$ cat src/rtl/sfb_map.svh
// register offsets, field positions, reset values and timing factors of the sfr bank
// assumes an 8-bit special function register address space
`ifndef SFB_MAP_SVH
`define SFB_MAP_SVH
`define SFB_ADDR_SUM2    8'hE4
`define SFB_ADDR_SUM3    8'hE5
`define SFB_ADDR_TRIM    8'hE6
`define SFB_ADDR_LVD     8'hE7
`define SFB_ADDR_EIE     8'hE8
`define SFB_ADDR_PCLO    8'hE9
`define SFB_ADDR_PCHI    8'hEA
`define SFB_ADDR_HWVER   8'hEB
`define SFB_ADDR_FCTL    8'hEE
`define SFB_ADDR_FTIM    8'hEF
`define SFB_ADDR_AUXB    8'hF0
`define SFB_ADDR_PDN     8'hF1
`define SFB_RST_EIE      8'hE0
`define SFB_RST_FCTL     8'h02
`define SFB_RST_FTIM     8'hA5
`define SFB_RST_PDN      8'h7F
`define SFB_FIX_EIE      8'hE0
`define SFB_FIX_FCTL     8'h02
`define SFB_FIX_PDN      8'h20
`define SFB_MSK_EIE      8'h1F
`define SFB_MSK_FCTL     8'h50
`define SFB_MSK_PDN      8'h5F
`define SFB_PCLO_FIXED   8'h04
`define SFB_EXT_LEVEL    3'h7
`define SFB_WRITE_MULT   5
`endif

$ cat src/rtl/sfb_pkg.sv
// types shared by the sfr bank
// assumes the sfb_map.svh header for numbers
package sfb_pkg;
  typedef struct packed {
    logic       wr;
    logic       rd;
    logic [7:0] addr;
    logic [7:0] wdata;
  } sfb_bus_t;

  typedef struct packed {
    logic [2:0] analog_level;
    logic       analog_enable;
    logic       analog_ext_compare;
    logic [2:0] digital_level;
    logic       digital_enable;
    logic       digital_ext_compare;
  } sfb_lvd_t;

  typedef struct packed {
    logic converter_out_powerdown;
    logic modulator_powerdown;
    logic analog_front_powerdown;
    logic watchdog_powerdown;
    logic system_timer_powerdown;
    logic serial_port_powerdown;
  } sfb_pdn_t;

  typedef enum logic [2:0] {
    SFB_IDLE  = 3'b001,
    SFB_WRITE = 3'b010,
    SFB_ERASE = 3'b100
  } sfb_fstate_t;

  typedef struct packed {
    logic [7:0]  sum2;
    logic [7:0]  sum3;
    logic [7:0]  trim;
    logic [7:0]  lvd;
    logic [4:0]  extended_irq_enable;
    logic        pg_erase;
    logic        delay_line;
    logic [7:0]  ftim;
    logic [7:0]  auxb;
    logic [5:0]  pdn;
    logic [7:0]  rdata;
    sfb_fstate_t fstate;
    logic [31:0] fcount;
    logic        busy;
    logic [4:0]  irq_gated;
    logic        trim_neg;
    logic [6:0]  trim_mag;
    sfb_lvd_t    lvd_out;
    sfb_pdn_t    pdn_out;
  } sfb_state_t;
endpackage

$ cat src/rtl/sfb_bank.sv
// special function register bank: summation high bytes, offset trim, supply detect,
// extended irq enables, product codes, flash control and timing, aux accumulator, power down.
// assumes the core bus issues single-cycle rd/wr strobes on clk; rdata valid next cycle.
`timescale 1ns/1ps
`include "sfb_map.svh"
module sfb_bank #(
  parameter logic [7:0] PRODUCT_CODE_HIGH = 8'h5A, // arbitrary value
  parameter logic [4:0] PRODUCT_CODE_LOW  = 5'h03, // arbitrary value
  parameter logic [1:0] FLASH_SIZE_CODE   = 2'h3,
  parameter logic [7:0] HW_VERSION        = 8'h11  // arbitrary value
) (
  input  wire logic             clk,
  input  wire logic             reset_n,
  input  wire sfb_pkg::sfb_bus_t bus,
  output logic [7:0]            rdata,
  input  wire logic [31:0]      sum_in,
  input  wire logic             sum_bipolar,
  output logic [7:0]            sum2_wdata,
  output logic [7:0]            sum3_wdata,
  output logic                  sum2_wr,
  output logic                  sum3_wr,
  output logic                  trim_neg,
  output logic [6:0]            trim_mag,
  output sfb_pkg::sfb_lvd_t     lvd,
  input  wire logic [4:0]       irq_req,
  output logic [4:0]            irq_gated,
  output logic                  page_erase_select,
  output logic                  delay_line_select,
  input  wire logic             flash_write_start,
  input  wire logic             flash_erase_start,
  input  wire logic [15:0]      millisecond_divider,
  input  wire logic [4:0]       microsecond_divider,
  output logic                  flash_busy,
  output logic [7:0]            aux_accumulator,
  output sfb_pkg::sfb_pdn_t     pdn
);
  sfb_pkg::sfb_state_t s_q;
  sfb_pkg::sfb_state_t s_d;
  logic [7:0] sum2_eff;
  logic [7:0] sum3_eff;

  function automatic logic hit(input sfb_pkg::sfb_bus_t b, input logic [7:0] a);
    hit = b.wr && (b.addr == a);
  endfunction

  // the accumulator holds 24-bit results; in bipolar mode the upper byte follows the sign
  always_comb
  begin
    sum2_eff = sum_in[23:16];
    sum3_eff = sum_bipolar ? {8{sum_in[23]}} : sum_in[31:24];
  end

  always_comb
  begin
    s_d = s_q;
    if (hit(bus, `SFB_ADDR_TRIM))  s_d.trim = bus.wdata;
    if (hit(bus, `SFB_ADDR_LVD))   s_d.lvd = bus.wdata;
    if (hit(bus, `SFB_ADDR_EIE))   s_d.extended_irq_enable = bus.wdata[4:0];
    if (hit(bus, `SFB_ADDR_FCTL))
    begin
      s_d.pg_erase   = bus.wdata[6];
      s_d.delay_line = bus.wdata[4];
    end
    if (hit(bus, `SFB_ADDR_FTIM))  s_d.ftim = bus.wdata;
    if (hit(bus, `SFB_ADDR_AUXB))  s_d.auxb = bus.wdata;
    if (hit(bus, `SFB_ADDR_PDN))   s_d.pdn = {bus.wdata[6], bus.wdata[4:0]};
    // sum bytes are owned by the accumulator; writes are forwarded as strobes
    s_d.sum2 = hit(bus, `SFB_ADDR_SUM2) ? bus.wdata : s_q.sum2;
    s_d.sum3 = hit(bus, `SFB_ADDR_SUM3) ? bus.wdata : s_q.sum3;

    s_d.rdata = 8'h00;
    if (bus.rd)
    begin
      unique case (bus.addr)
        `SFB_ADDR_SUM2:  s_d.rdata = sum2_eff;
        `SFB_ADDR_SUM3:  s_d.rdata = sum3_eff;
        `SFB_ADDR_TRIM:  s_d.rdata = s_q.trim;
        `SFB_ADDR_LVD:   s_d.rdata = s_q.lvd;
        `SFB_ADDR_EIE:   s_d.rdata = `SFB_FIX_EIE | {3'h0, s_q.extended_irq_enable};
        `SFB_ADDR_PCLO:  s_d.rdata = {PRODUCT_CODE_LOW, 1'b1, FLASH_SIZE_CODE};
        `SFB_ADDR_PCHI:  s_d.rdata = PRODUCT_CODE_HIGH;
        `SFB_ADDR_HWVER: s_d.rdata = HW_VERSION;
        `SFB_ADDR_FCTL:  s_d.rdata = `SFB_FIX_FCTL | {1'b0, s_q.pg_erase, 1'b0,
                                     s_q.delay_line, 1'b0, s_q.busy, 2'b00};
        `SFB_ADDR_FTIM:  s_d.rdata = s_q.ftim;
        `SFB_ADDR_AUXB:  s_d.rdata = s_q.auxb;
        `SFB_ADDR_PDN:   s_d.rdata = `SFB_FIX_PDN | {1'b0, s_q.pdn[5], 1'b0, s_q.pdn[4:0]};
        default:         s_d.rdata = 8'h00;
      endcase
    end

    // flash timing: counts run down to zero, busy reads while nonzero
    unique case (s_q.fstate)
      sfb_pkg::SFB_IDLE:
      begin
        if (flash_erase_start)
        begin
          s_d.fstate = sfb_pkg::SFB_ERASE;
          s_d.fcount = 32'({28'h0, s_q.ftim[7:4]} + 32'h1)
                     * 32'({16'h0, millisecond_divider} + 32'h1);
        end
        else if (flash_write_start)
        begin
          s_d.fstate = sfb_pkg::SFB_WRITE;
          s_d.fcount = 32'({28'h0, s_q.ftim[3:0]} + 32'h1)
                     * 32'({27'h0, microsecond_divider} + 32'h1)
                     * 32'(`SFB_WRITE_MULT);
        end
      end
      sfb_pkg::SFB_WRITE, sfb_pkg::SFB_ERASE:
      begin
        s_d.fcount = s_q.fcount - 32'h1;
        if (s_q.fcount == 32'h1)
          s_d.fstate = sfb_pkg::SFB_IDLE;
      end
      default: s_d.fstate = sfb_pkg::SFB_IDLE;
    endcase
    s_d.busy = (s_d.fstate != sfb_pkg::SFB_IDLE);

    // registered views of the control fields
    s_d.irq_gated = irq_req & s_q.extended_irq_enable;
    s_d.trim_neg  = s_q.trim[7];
    s_d.trim_mag  = s_q.trim[6:0];
    s_d.lvd_out.analog_enable       = ~s_q.lvd[7];
    s_d.lvd_out.analog_level        = s_q.lvd[6:4];
    s_d.lvd_out.analog_ext_compare  = (s_q.lvd[6:4] == `SFB_EXT_LEVEL);
    s_d.lvd_out.digital_enable      = ~s_q.lvd[3];
    s_d.lvd_out.digital_level       = s_q.lvd[2:0];
    s_d.lvd_out.digital_ext_compare = (s_q.lvd[2:0] == `SFB_EXT_LEVEL);
    s_d.pdn_out.converter_out_powerdown = s_q.pdn[5];
    s_d.pdn_out.modulator_powerdown     = s_q.pdn[4];
    s_d.pdn_out.analog_front_powerdown  = s_q.pdn[3];
    s_d.pdn_out.watchdog_powerdown      = s_q.pdn[2];
    s_d.pdn_out.system_timer_powerdown  = s_q.pdn[1];
    s_d.pdn_out.serial_port_powerdown   = s_q.pdn[0];
  end

  always_ff @(posedge clk or negedge reset_n)
  begin
    if (!reset_n)
    begin
      s_q            <= '0;
      s_q.extended_irq_enable        <= 5'h00;
      s_q.ftim       <= `SFB_RST_FTIM;
      s_q.pdn        <= 6'h3F;
      s_q.fstate     <= sfb_pkg::SFB_IDLE;
      s_q.trim_mag   <= 7'h00;
      s_q.pdn_out    <= 6'h3F;
      s_q.lvd_out    <= 10'h042;
    end
    else
      s_q <= s_d;
  end

  // sum write strobes: registered one cycle after the bus write
  logic sum2_wr_q;
  logic sum3_wr_q;
  always_ff @(posedge clk or negedge reset_n)
  begin
    if (!reset_n)
    begin
      sum2_wr_q <= 1'b0;
      sum3_wr_q <= 1'b0;
    end
    else
    begin
      sum2_wr_q <= hit(bus, `SFB_ADDR_SUM2);
      sum3_wr_q <= hit(bus, `SFB_ADDR_SUM3);
    end
  end

  assign rdata             = s_q.rdata;
  assign sum2_wdata        = s_q.sum2;
  assign sum3_wdata        = s_q.sum3;
  assign sum2_wr           = sum2_wr_q;
  assign sum3_wr           = sum3_wr_q;
  assign trim_neg          = s_q.trim_neg;
  assign trim_mag          = s_q.trim_mag;
  assign lvd               = s_q.lvd_out;
  assign irq_gated         = s_q.irq_gated;
  assign page_erase_select = s_q.pg_erase;
  assign delay_line_select = s_q.delay_line;
  assign flash_busy        = s_q.busy;
  assign aux_accumulator   = s_q.auxb;
  assign pdn               = s_q.pdn_out;
endmodule

$ cat config.mk
export PLATFORM = sky130hd
export DESIGN_NAME = sfb_bank
export DESIGN_NICKNAME = d
export VERILOG_FILES = /design/src/rtl/sfb_pkg.sv /design/src/rtl/sfb_bank.sv
export VERILOG_INCLUDE_DIRS = /design/src /design/src/rtl
export SDC_FILE = /design/constraint.sdc
export NUM_CORES = 1
export LEC_CHECK = 0
export ABC_AREA = 1
export BUFFER_PORTS_ARGS = -buffer_cell sky130_fd_sc_hd__buf_4
export CAP_MARGIN = 5
export CORE_UTILIZATION = 45
export DETAILED_ROUTE_END_ITERATION = 7
export GPL_TIMING_DRIVEN = 1
export PLACE_DENSITY = 0.74
export RECOVER_POWER = 100
export SLEW_MARGIN = 0
export SYNTH_ARGS = -nofsm -noshare
export SYNTH_HDL_FRONTEND = slang
export SYNTH_SLANG_ARGS = --single-unit
$ cat constraint.sdc
create_clock -name clk -period 9.4 [get_ports clk]
set_input_delay 0.47 -clock clk [delete_from_list [all_inputs] [get_ports clk]]
set_output_delay 0.47 -clock clk [all_outputs]
set_load 0.02 [all_outputs]
# == Word-level counts from Yosys, hierarchy flattened ==
# Index checks and enable logic that the tools add are counted.
# op_classes
add_sub_neg,5
multipliers,3
n_div,0
n_lt_le_gt_ge,0
n_eq_ne,20
shift,0
n_mux,8
bitwise,3
n_reduce_logical,12
# op_table
operator,n
"8-bit == test, second input constant",12
8-bit one-hot mux with 12 select lines,1
35-bit 2-to-1 mux,2
32-bit one-hot mux with 2 select lines,1
"32-bit by 1-bit == test with 1-bit output, second input constant",1
"32-bit by 1-bit subtractor with 32-bit output, second input constant",1
5-bit by 17-bit multiplier with 22-bit output,1
"16-bit by 1-bit adder with 17-bit output, second input constant",1
8-bit 2-to-1 mux,2
"11-bit by 3-bit multiplier with 14-bit output, second input constant",1
5-bit by 6-bit multiplier with 11-bit output,1
"4-bit by 1-bit adder with 5-bit output, second input constant",2
"3-bit == test, second input constant",3
1-bit logical AND,9
"5-bit by 1-bit adder with 6-bit output, second input constant",1
3-bit one-hot mux with 2 select lines,1
5-bit AND,1
"3-bit by 1-bit == test with 1-bit output, second input constant",1
"3-bit by 2-bit == test with 1-bit output, second input constant",1
3-bit 2-to-1 mux,1
"3-bit by 1-bit inequality test with 1-bit output, second input constant",1
"3-bit inequality test, second input constant",1
1-bit inverter,2
2-bit AND reduction,1
other kinds (2),2
# totals
reg_bits,136
latch_bits,0
ram_bits,0
rom_bits,0
out_inout_bits,66
word_cells,82
n_memories,0

# == Longest topological paths before layout ==
# depth
word_depth,7
mapped_depth,32
ltp_nobuf,32

# == Least setup slack after synthesis ==
# OpenSTA, ideal clock, no wires.
# synth_timing
kind,register to register
startpoint,register s_q[87] (netlist bit)
endpoint,register s_q[42] (netlist bit)
t_arrival_ns,5.043
required_time_ns,9.283
path_slack_ns,4.241
path_stages_with_launch,28
period_less_slack_ns,5.159
cell_sequence,dfstp_2 ha_1 nand3_1 or2_2 fa_1 fa_1 fa_1 inv_1 ha_1 a21oi_1 nand2_1 or2_2 nand2_1 inv_1 ha_1 ha_1 nand2_1 nand2_1 nand2_1 nand2_1 nand2_1 nand3_1 inv_1 nand2_1 nand3_1 nand2_1 nand2_1 nand2_1
# synth_via
elab_chain_len,6
# synth_lines
item,line,text
"start, declared",sfb_bank.sv:37,sfb_pkg::sfb_state_t s_q;
4-bit by 1-bit adder with 5-bit output,sfb_bank.sv:105,"s_d.fcount = 32'({28'h0, s_q.ftim[3:0]} + 32'h1)"
5-bit by 6-bit multiplier with 11-bit output,sfb_bank.sv:106,"* 32'({27'h0, microsecond_divider} + 32'h1)"
11-bit by 3-bit multiplier with 14-bit output,sfb_bank.sv:105,
35-bit 2-to-1 mux,sfb_bank.sv:102,else if (flash_write_start)
35-bit 2-to-1 mux,sfb_bank.sv:96,if (flash_erase_start)
32-bit one-hot mux with 2 select lines,sfb_bank.sv:93,unique case (s_q.fstate)
# No other way between the ends. The select of a mux whose other input is x is not followed.
# A chain may end at the register's enable or synchronous reset.

==> flow_summary.html <==
<table>
<tr><th>Metric</th><th>Value</th></tr>
<tr><th colspan="2">Run status</th></tr>
<tr><td>Run status</td><td>finished, violations left</td></tr>
<tr><td>Violations in the final reports</td><td>capacitance limit, slew limit</td></tr>
<tr><th colspan="2">Worst setup path</th></tr>
<tr><td>Crit Path Class</td><td>in2async</td></tr>
<tr><td>Critical path data arrival time</td><td>roughly 5.6 ns</td></tr>
<tr><td>Chain of cells forming the critical path</td><td>clkbuf_1 -&gt; clkbuf_1</td></tr>
<tr><td>Worst Setup Start Kind</td><td>input pin</td></tr>
<tr><td>Library cell contributing the largest single delay on the critical path</td><td>clkbuf_1</td></tr>
<tr><td>Worst setup path end</td><td>s_q[43]</td></tr>
<tr><td>Crit path top cell by count</td><td>clkbuf_1</td></tr>
<tr><td>Launch instance of the worst register-to-register path</td><td>s_q[87]</td></tr>
<tr><td>Worst setup path startpoint</td><td>reset_n</td></tr>
<tr><td>Capturing point of the worst reg2reg path</td><td>s_q[41]</td></tr>
<tr><td>Delay contributed by the slowest stage of the critical path</td><td>just under 3 ns</td></tr>
<tr><td>Minimum setup slack among reg-to-reg paths</td><td>3.55 ns</td></tr>
<tr><td>CP Buf/Inv Count</td><td>2</td></tr>
<tr><td>Worst-path fanout max</td><td>between 70 and 80</td></tr>
<tr><td>Crit path depth</td><td>2</td></tr>
<tr><td>Cell count of the worst reg-to-reg path</td><td>24</td></tr>
<tr><td>Critical path endpoint category</td><td>async pin</td></tr>
<tr><td>Family of cells with the greatest summed delay on the critical path</td><td>buffers and inverters</td></tr>
<tr><td>Data required time of the critical path</td><td>roughly 9.0 ns</td></tr>
<tr><th colspan="2">Finish</th></tr>
<tr><td>Non-filler cells, final</td><td>~2k</td></tr>
<tr><td>Filler cell count in the final layout</td><td>about 2.5k</td></tr>
<tr><td>Area of combinational cells with multiple inputs</td><td>between 0.006 and 0.007 mm2</td></tr>
<tr><td>Footprint of the flip-flops and latches</td><td>between 0.003 and 0.004 mm2</td></tr>
<tr><td>Layout net count</td><td>roughly 1.9k</td></tr>
<tr><td>Diodes inserted</td><td>0</td></tr>
<tr><td>Area growth, synth to finish</td><td>8.656%</td></tr>
<tr><td>Ratio of cells with drive above 1 in the final layout</td><td>0.07850</td></tr>
<tr><th colspan="2">Detailed routing</th></tr>
<tr><td>Post-detailed-routing wire length</td><td>29.60 mm</td></tr>
<tr><td>Count of nets left with antenna violations after detail routing</td><td>0</td></tr>
<tr><td>Via density</td><td>5.176</td></tr>
<tr><td>Number of detailed-route iterations in the first pass</td><td>5</td></tr>
<tr><td>Vias</td><td>between 10k and 15k</td></tr>
<tr><td>Number of design rule violations left after detail routing</td><td>0</td></tr>
<tr><td>Initial DRC Count</td><td>between 700 and 800</td></tr>
<tr><td>Wire length per cell</td><td>roughly 15 um</td></tr>
<tr><th colspan="2">Clock tree</th></tr>
<tr><td>Number of hold-repair buffers added at the cts stage</td><td>0</td></tr>
<tr><td>CTS tree</td><td>yes</td></tr>
<tr><td>CTS H-Tree Depth</td><td>4</td></tr>
<tr><td>Root Driver</td><td>clkbuf_16</td></tr>
<tr><td>Clock latency on the worst-skew pair</td><td>0.42 ns</td></tr>
<tr><td>Register clock-pin slew on the reported worst setup and hold paths</td><td>roughly 0.07 ns</td></tr>
<tr><td>Worst-case clock buffer depth</td><td>2</td></tr>
<tr><td>Post-CTS setup buffers</td><td>0</td></tr>
<tr><td>Count of instances resized after the clock tree is built</td><td>0</td></tr>
<tr><td>Clk sinks</td><td>approximately 140</td></tr>
<tr><td>Number of buffers added by the clock tree synthesis step</td><td>17</td></tr>
<tr><th colspan="2">GRT</th></tr>
<tr><td>Largest net degree at the start of global routing</td><td>76</td></tr>
<tr><td>All-Layer GR Usage</td><td>0.2313</td></tr>
<tr><td>Antenna violations before repair</td><td>0</td></tr>
<tr><td>Wire length of the first global-routing pass</td><td>49.59 mm</td></tr>
<tr><td>Remaining global-route overflow</td><td>0</td></tr>
<tr><td>Vias in the first global route</td><td>a little over 10k</td></tr>
<tr><th colspan="2">Floorplan</th></tr>
<tr><td>Overall die area</td><td>0.02680 mm2</td></tr>
<tr><td>Die Y-Extent</td><td>163.7 um</td></tr>
<tr><td>Cell row count</td><td>58</td></tr>
<tr><td>Effective utilization at floorplan</td><td>0.4633</td></tr>
<tr><td>Area of the core</td><td>approximately 0.025 mm2</td></tr>
<tr><td>Number of placed I/O pins</td><td>about 150</td></tr>
<tr><td>Die W</td><td>163.7 um</td></tr>
<tr><th colspan="2">Placed design</th></tr>
<tr><td>Placed wire-length estimate</td><td>approximately 23 mm</td></tr>
<tr><td>Post-Place Setup Slack</td><td>between 3 and 4 ns</td></tr>
<tr><td># port buffers</td><td>130</td></tr>
<tr><td>Placed Instances</td><td>between 2k and 2.5k</td></tr>
<tr><td>Final Wtd Congestion</td><td>approximately 0.97</td></tr>
<tr><th colspan="2">Synthesis</th></tr>
<tr><td>Number of synthesized register bits</td><td>136</td></tr>
<tr><td>Share of the yosys chip area belonging to registers</td><td>0.2913</td></tr>
<tr><td>Number of warnings issued by yosys</td><td>0</td></tr>
<tr><td>Fraction of registers with async set or reset after synthesis</td><td>1.000</td></tr>
<tr><td>Top cell type by total area after synthesis</td><td>dfrtp_1</td></tr>
<tr><td>Per-instance average area after synthesis</td><td>between 7 and 8 um2</td></tr>
<tr><td>Synth Flop Type</td><td>dfrtp_1</td></tr>
<tr><td>Netlist area before placement</td><td>between 0.01 and 0.015 mm2</td></tr>
<tr><td>Number of nets produced by synthesis</td><td>1837</td></tr>
<tr><td>Top area cells in the synthesized netlist</td><td>dfrtp_1 (25%), nand2_1 (14%), fa_1 (9.9%)</td></tr>
<tr><td>Number of standard cells after synthesis</td><td>~1.6k</td></tr>
<tr><td>List of most frequent post-synthesis cells</td><td>nand2_1 (438), inv_1 (242), nor2_1 (183)</td></tr>
<tr><td>Cell with the most instances after synthesis</td><td>nand2_1</td></tr>
<tr><td>Distinct cells, synth</td><td>a little over 50</td></tr>
<tr><td>Fraction of post-synthesis cell area in the top cell type by area</td><td>0.2488</td></tr>
<tr><td>Number of synthesized flops with an enable pin</td><td>0</td></tr>
<tr><th colspan="2">Timing</th></tr>
<tr><td>Clock Skew</td><td>just over 0.008 ns</td></tr>
<tr><td>Highest attainable clock frequency</td><td>between 150 and 200 MHz</td></tr>
<tr><td>Final count of pins violating max slew</td><td>between 100 and 150</td></tr>
<tr><td>Final setup fails</td><td>0</td></tr>
<tr><td>Relative slew slack</td><td>-1.645</td></tr>
<tr><td>RSZ-0062 raised after global routing</td><td>no</td></tr>
<tr><td>Time the worst path needs with I/O delays and setup</td><td>about 6.0 ns</td></tr>
<tr><td>Final Hold Violating Endpoints</td><td>0</td></tr>
<tr><td>Accumulated negative setup slack</td><td>0 ns</td></tr>
<tr><td>Worst slew pin tran</td><td>3.967 ns</td></tr>
<tr><td>Final worst-path setup slack</td><td>approximately 3.4 ns</td></tr>
<tr><td>Final period util</td><td>0.6424</td></tr>
<tr><td>Final Hold Slack</td><td>0.2395 ns</td></tr>
<tr><th colspan="2">Pwr</th></tr>
<tr><td>Power density of the placed cells</td><td>167.4 mW/mm2</td></tr>
<tr><td>Leakage</td><td>roughly 0.0068 uW</td></tr>
<tr><td>Maximum vdd drop</td><td>approximately 120 uV</td></tr>
<tr><td>Post-route total power</td><td>between 2000 and 2500 uW</td></tr>
<tr><th colspan="2">Run</th></tr>
<tr><td>Max-Cap Viols</td><td>2</td></tr>
<tr><th colspan="2">Hold path</th></tr>
<tr><td>Class of the tightest hold or removal check</td><td>in2reg</td></tr>
</table>
==> metal layers <==
layer / global-route usage / vias up / part of all wire
met1: 0.3021 / 4928 / 0.44
met2: 0.3977 / 355 / 0.48
met5: 0 / - / 0
met4: 0.06187 / 0 / 0.019
li1: - / 5221 / -
met3: 0.03510 / 39 / 0.061
==> cell usage in the layout (no fill, tap or decap), drive strengths merged, types with 2 or more instances in the layout <==
cell type and n:
nand2 450, inv 260, nor2 199, dfrtp 117
o21ai 105, nand3 99, clkbuf 89, ha 70
a21oi 61, buf 60, fa 58, xor2 19
dfstp 19, nor3 15, nand4 14, or2 10
nand3b 8, o22ai 7, a31oi 5, o2bb2ai 4
o21bai 4, xnor2 4, clkinv 4, o221ai 3
o2111ai 3, o211ai 3, o31ai 3, a211oi 2
o311ai 2, nor4 2, a22oi 2, clkinvlp 2
==> worst min-delay path by stage <==
stage,startpoint,endpoint,slack [ns],cells past startpoint
after floorplan,reset_n,aux_accumulator[0],0.17,0
final,irq_req[0],irq_gated[0],0.24,3
after CTS,reset_n,lvd[2],0.02,1
after global placement,s_d[5],pdn[5],0.37,0
after global routing,irq_req[0],irq_gated[0],0.23,3
after detailed placement,s_d[1],pdn[1],0.37,0
==> tightest hold or removal path, cell delays in order <==
cell,delay (ns)
buf_4,0.08
nand2_1,0.04
inv_1,0.04
==> state kept, by name, indices dropped and copies added (netlist names) <==
register           count
aux_accumulator        8
delay_line_select      1
flash_busy             1
irq_gated              5
lvd                   10
page_erase_select      1
pdn                    6
rdata                  8
s_d                   20
s_q                   50
sum2_wdata             8
sum2_wr                1
sum3_wdata             8
sum3_wr                1
trim_mag               7
trim_neg               1
==> layout make-up <==
type / instances / share of cell area
clock inverters: 15 / 0.01184
well taps: 330 / 0.03230
repair buffers: 132 / 0.05637
flip-flops and latches: 136 / 0.2681
multi-input cells: 1156 / 0.5245
clock buffers: 17 / 0.03327
inverters: 251 / 0.07369
==> stage by stage <==
step	utilization	area, um2
final	0.5034	12780
after detailed placement	0.4958	12590
after global placement	0.4958	12590
after floorplan	-	11770
after global routing	0.5034	12780
after CTS	0.5185	13170
==> report_power, final <==
part | switching, uW | total, uW | internal, uW | leakage, uW
clock network | 298 | 652 | 354 | 0.000279
logic | 510 | 752 | 242 | 0.00473
registers | 75.1 | 736 | 661 | 0.00175
total | 883 | 2140 | 1260 | 0.00676
==> logic make-up (layout without fill, tap and decap cells) <==
kind of cell    after synthesis  in the layout  synth area share
compound gates              207            207           0.09890
xor+xnor                     23             23           0.01712
buf+inv                     336            415            0.1295
fa+ha+maj                   128            128            0.1731
flops                       136            136            0.2913
simple gates                797            797            0.2892
mux                           1              1         0.0008507
Power figures use the tool's default switching activity.
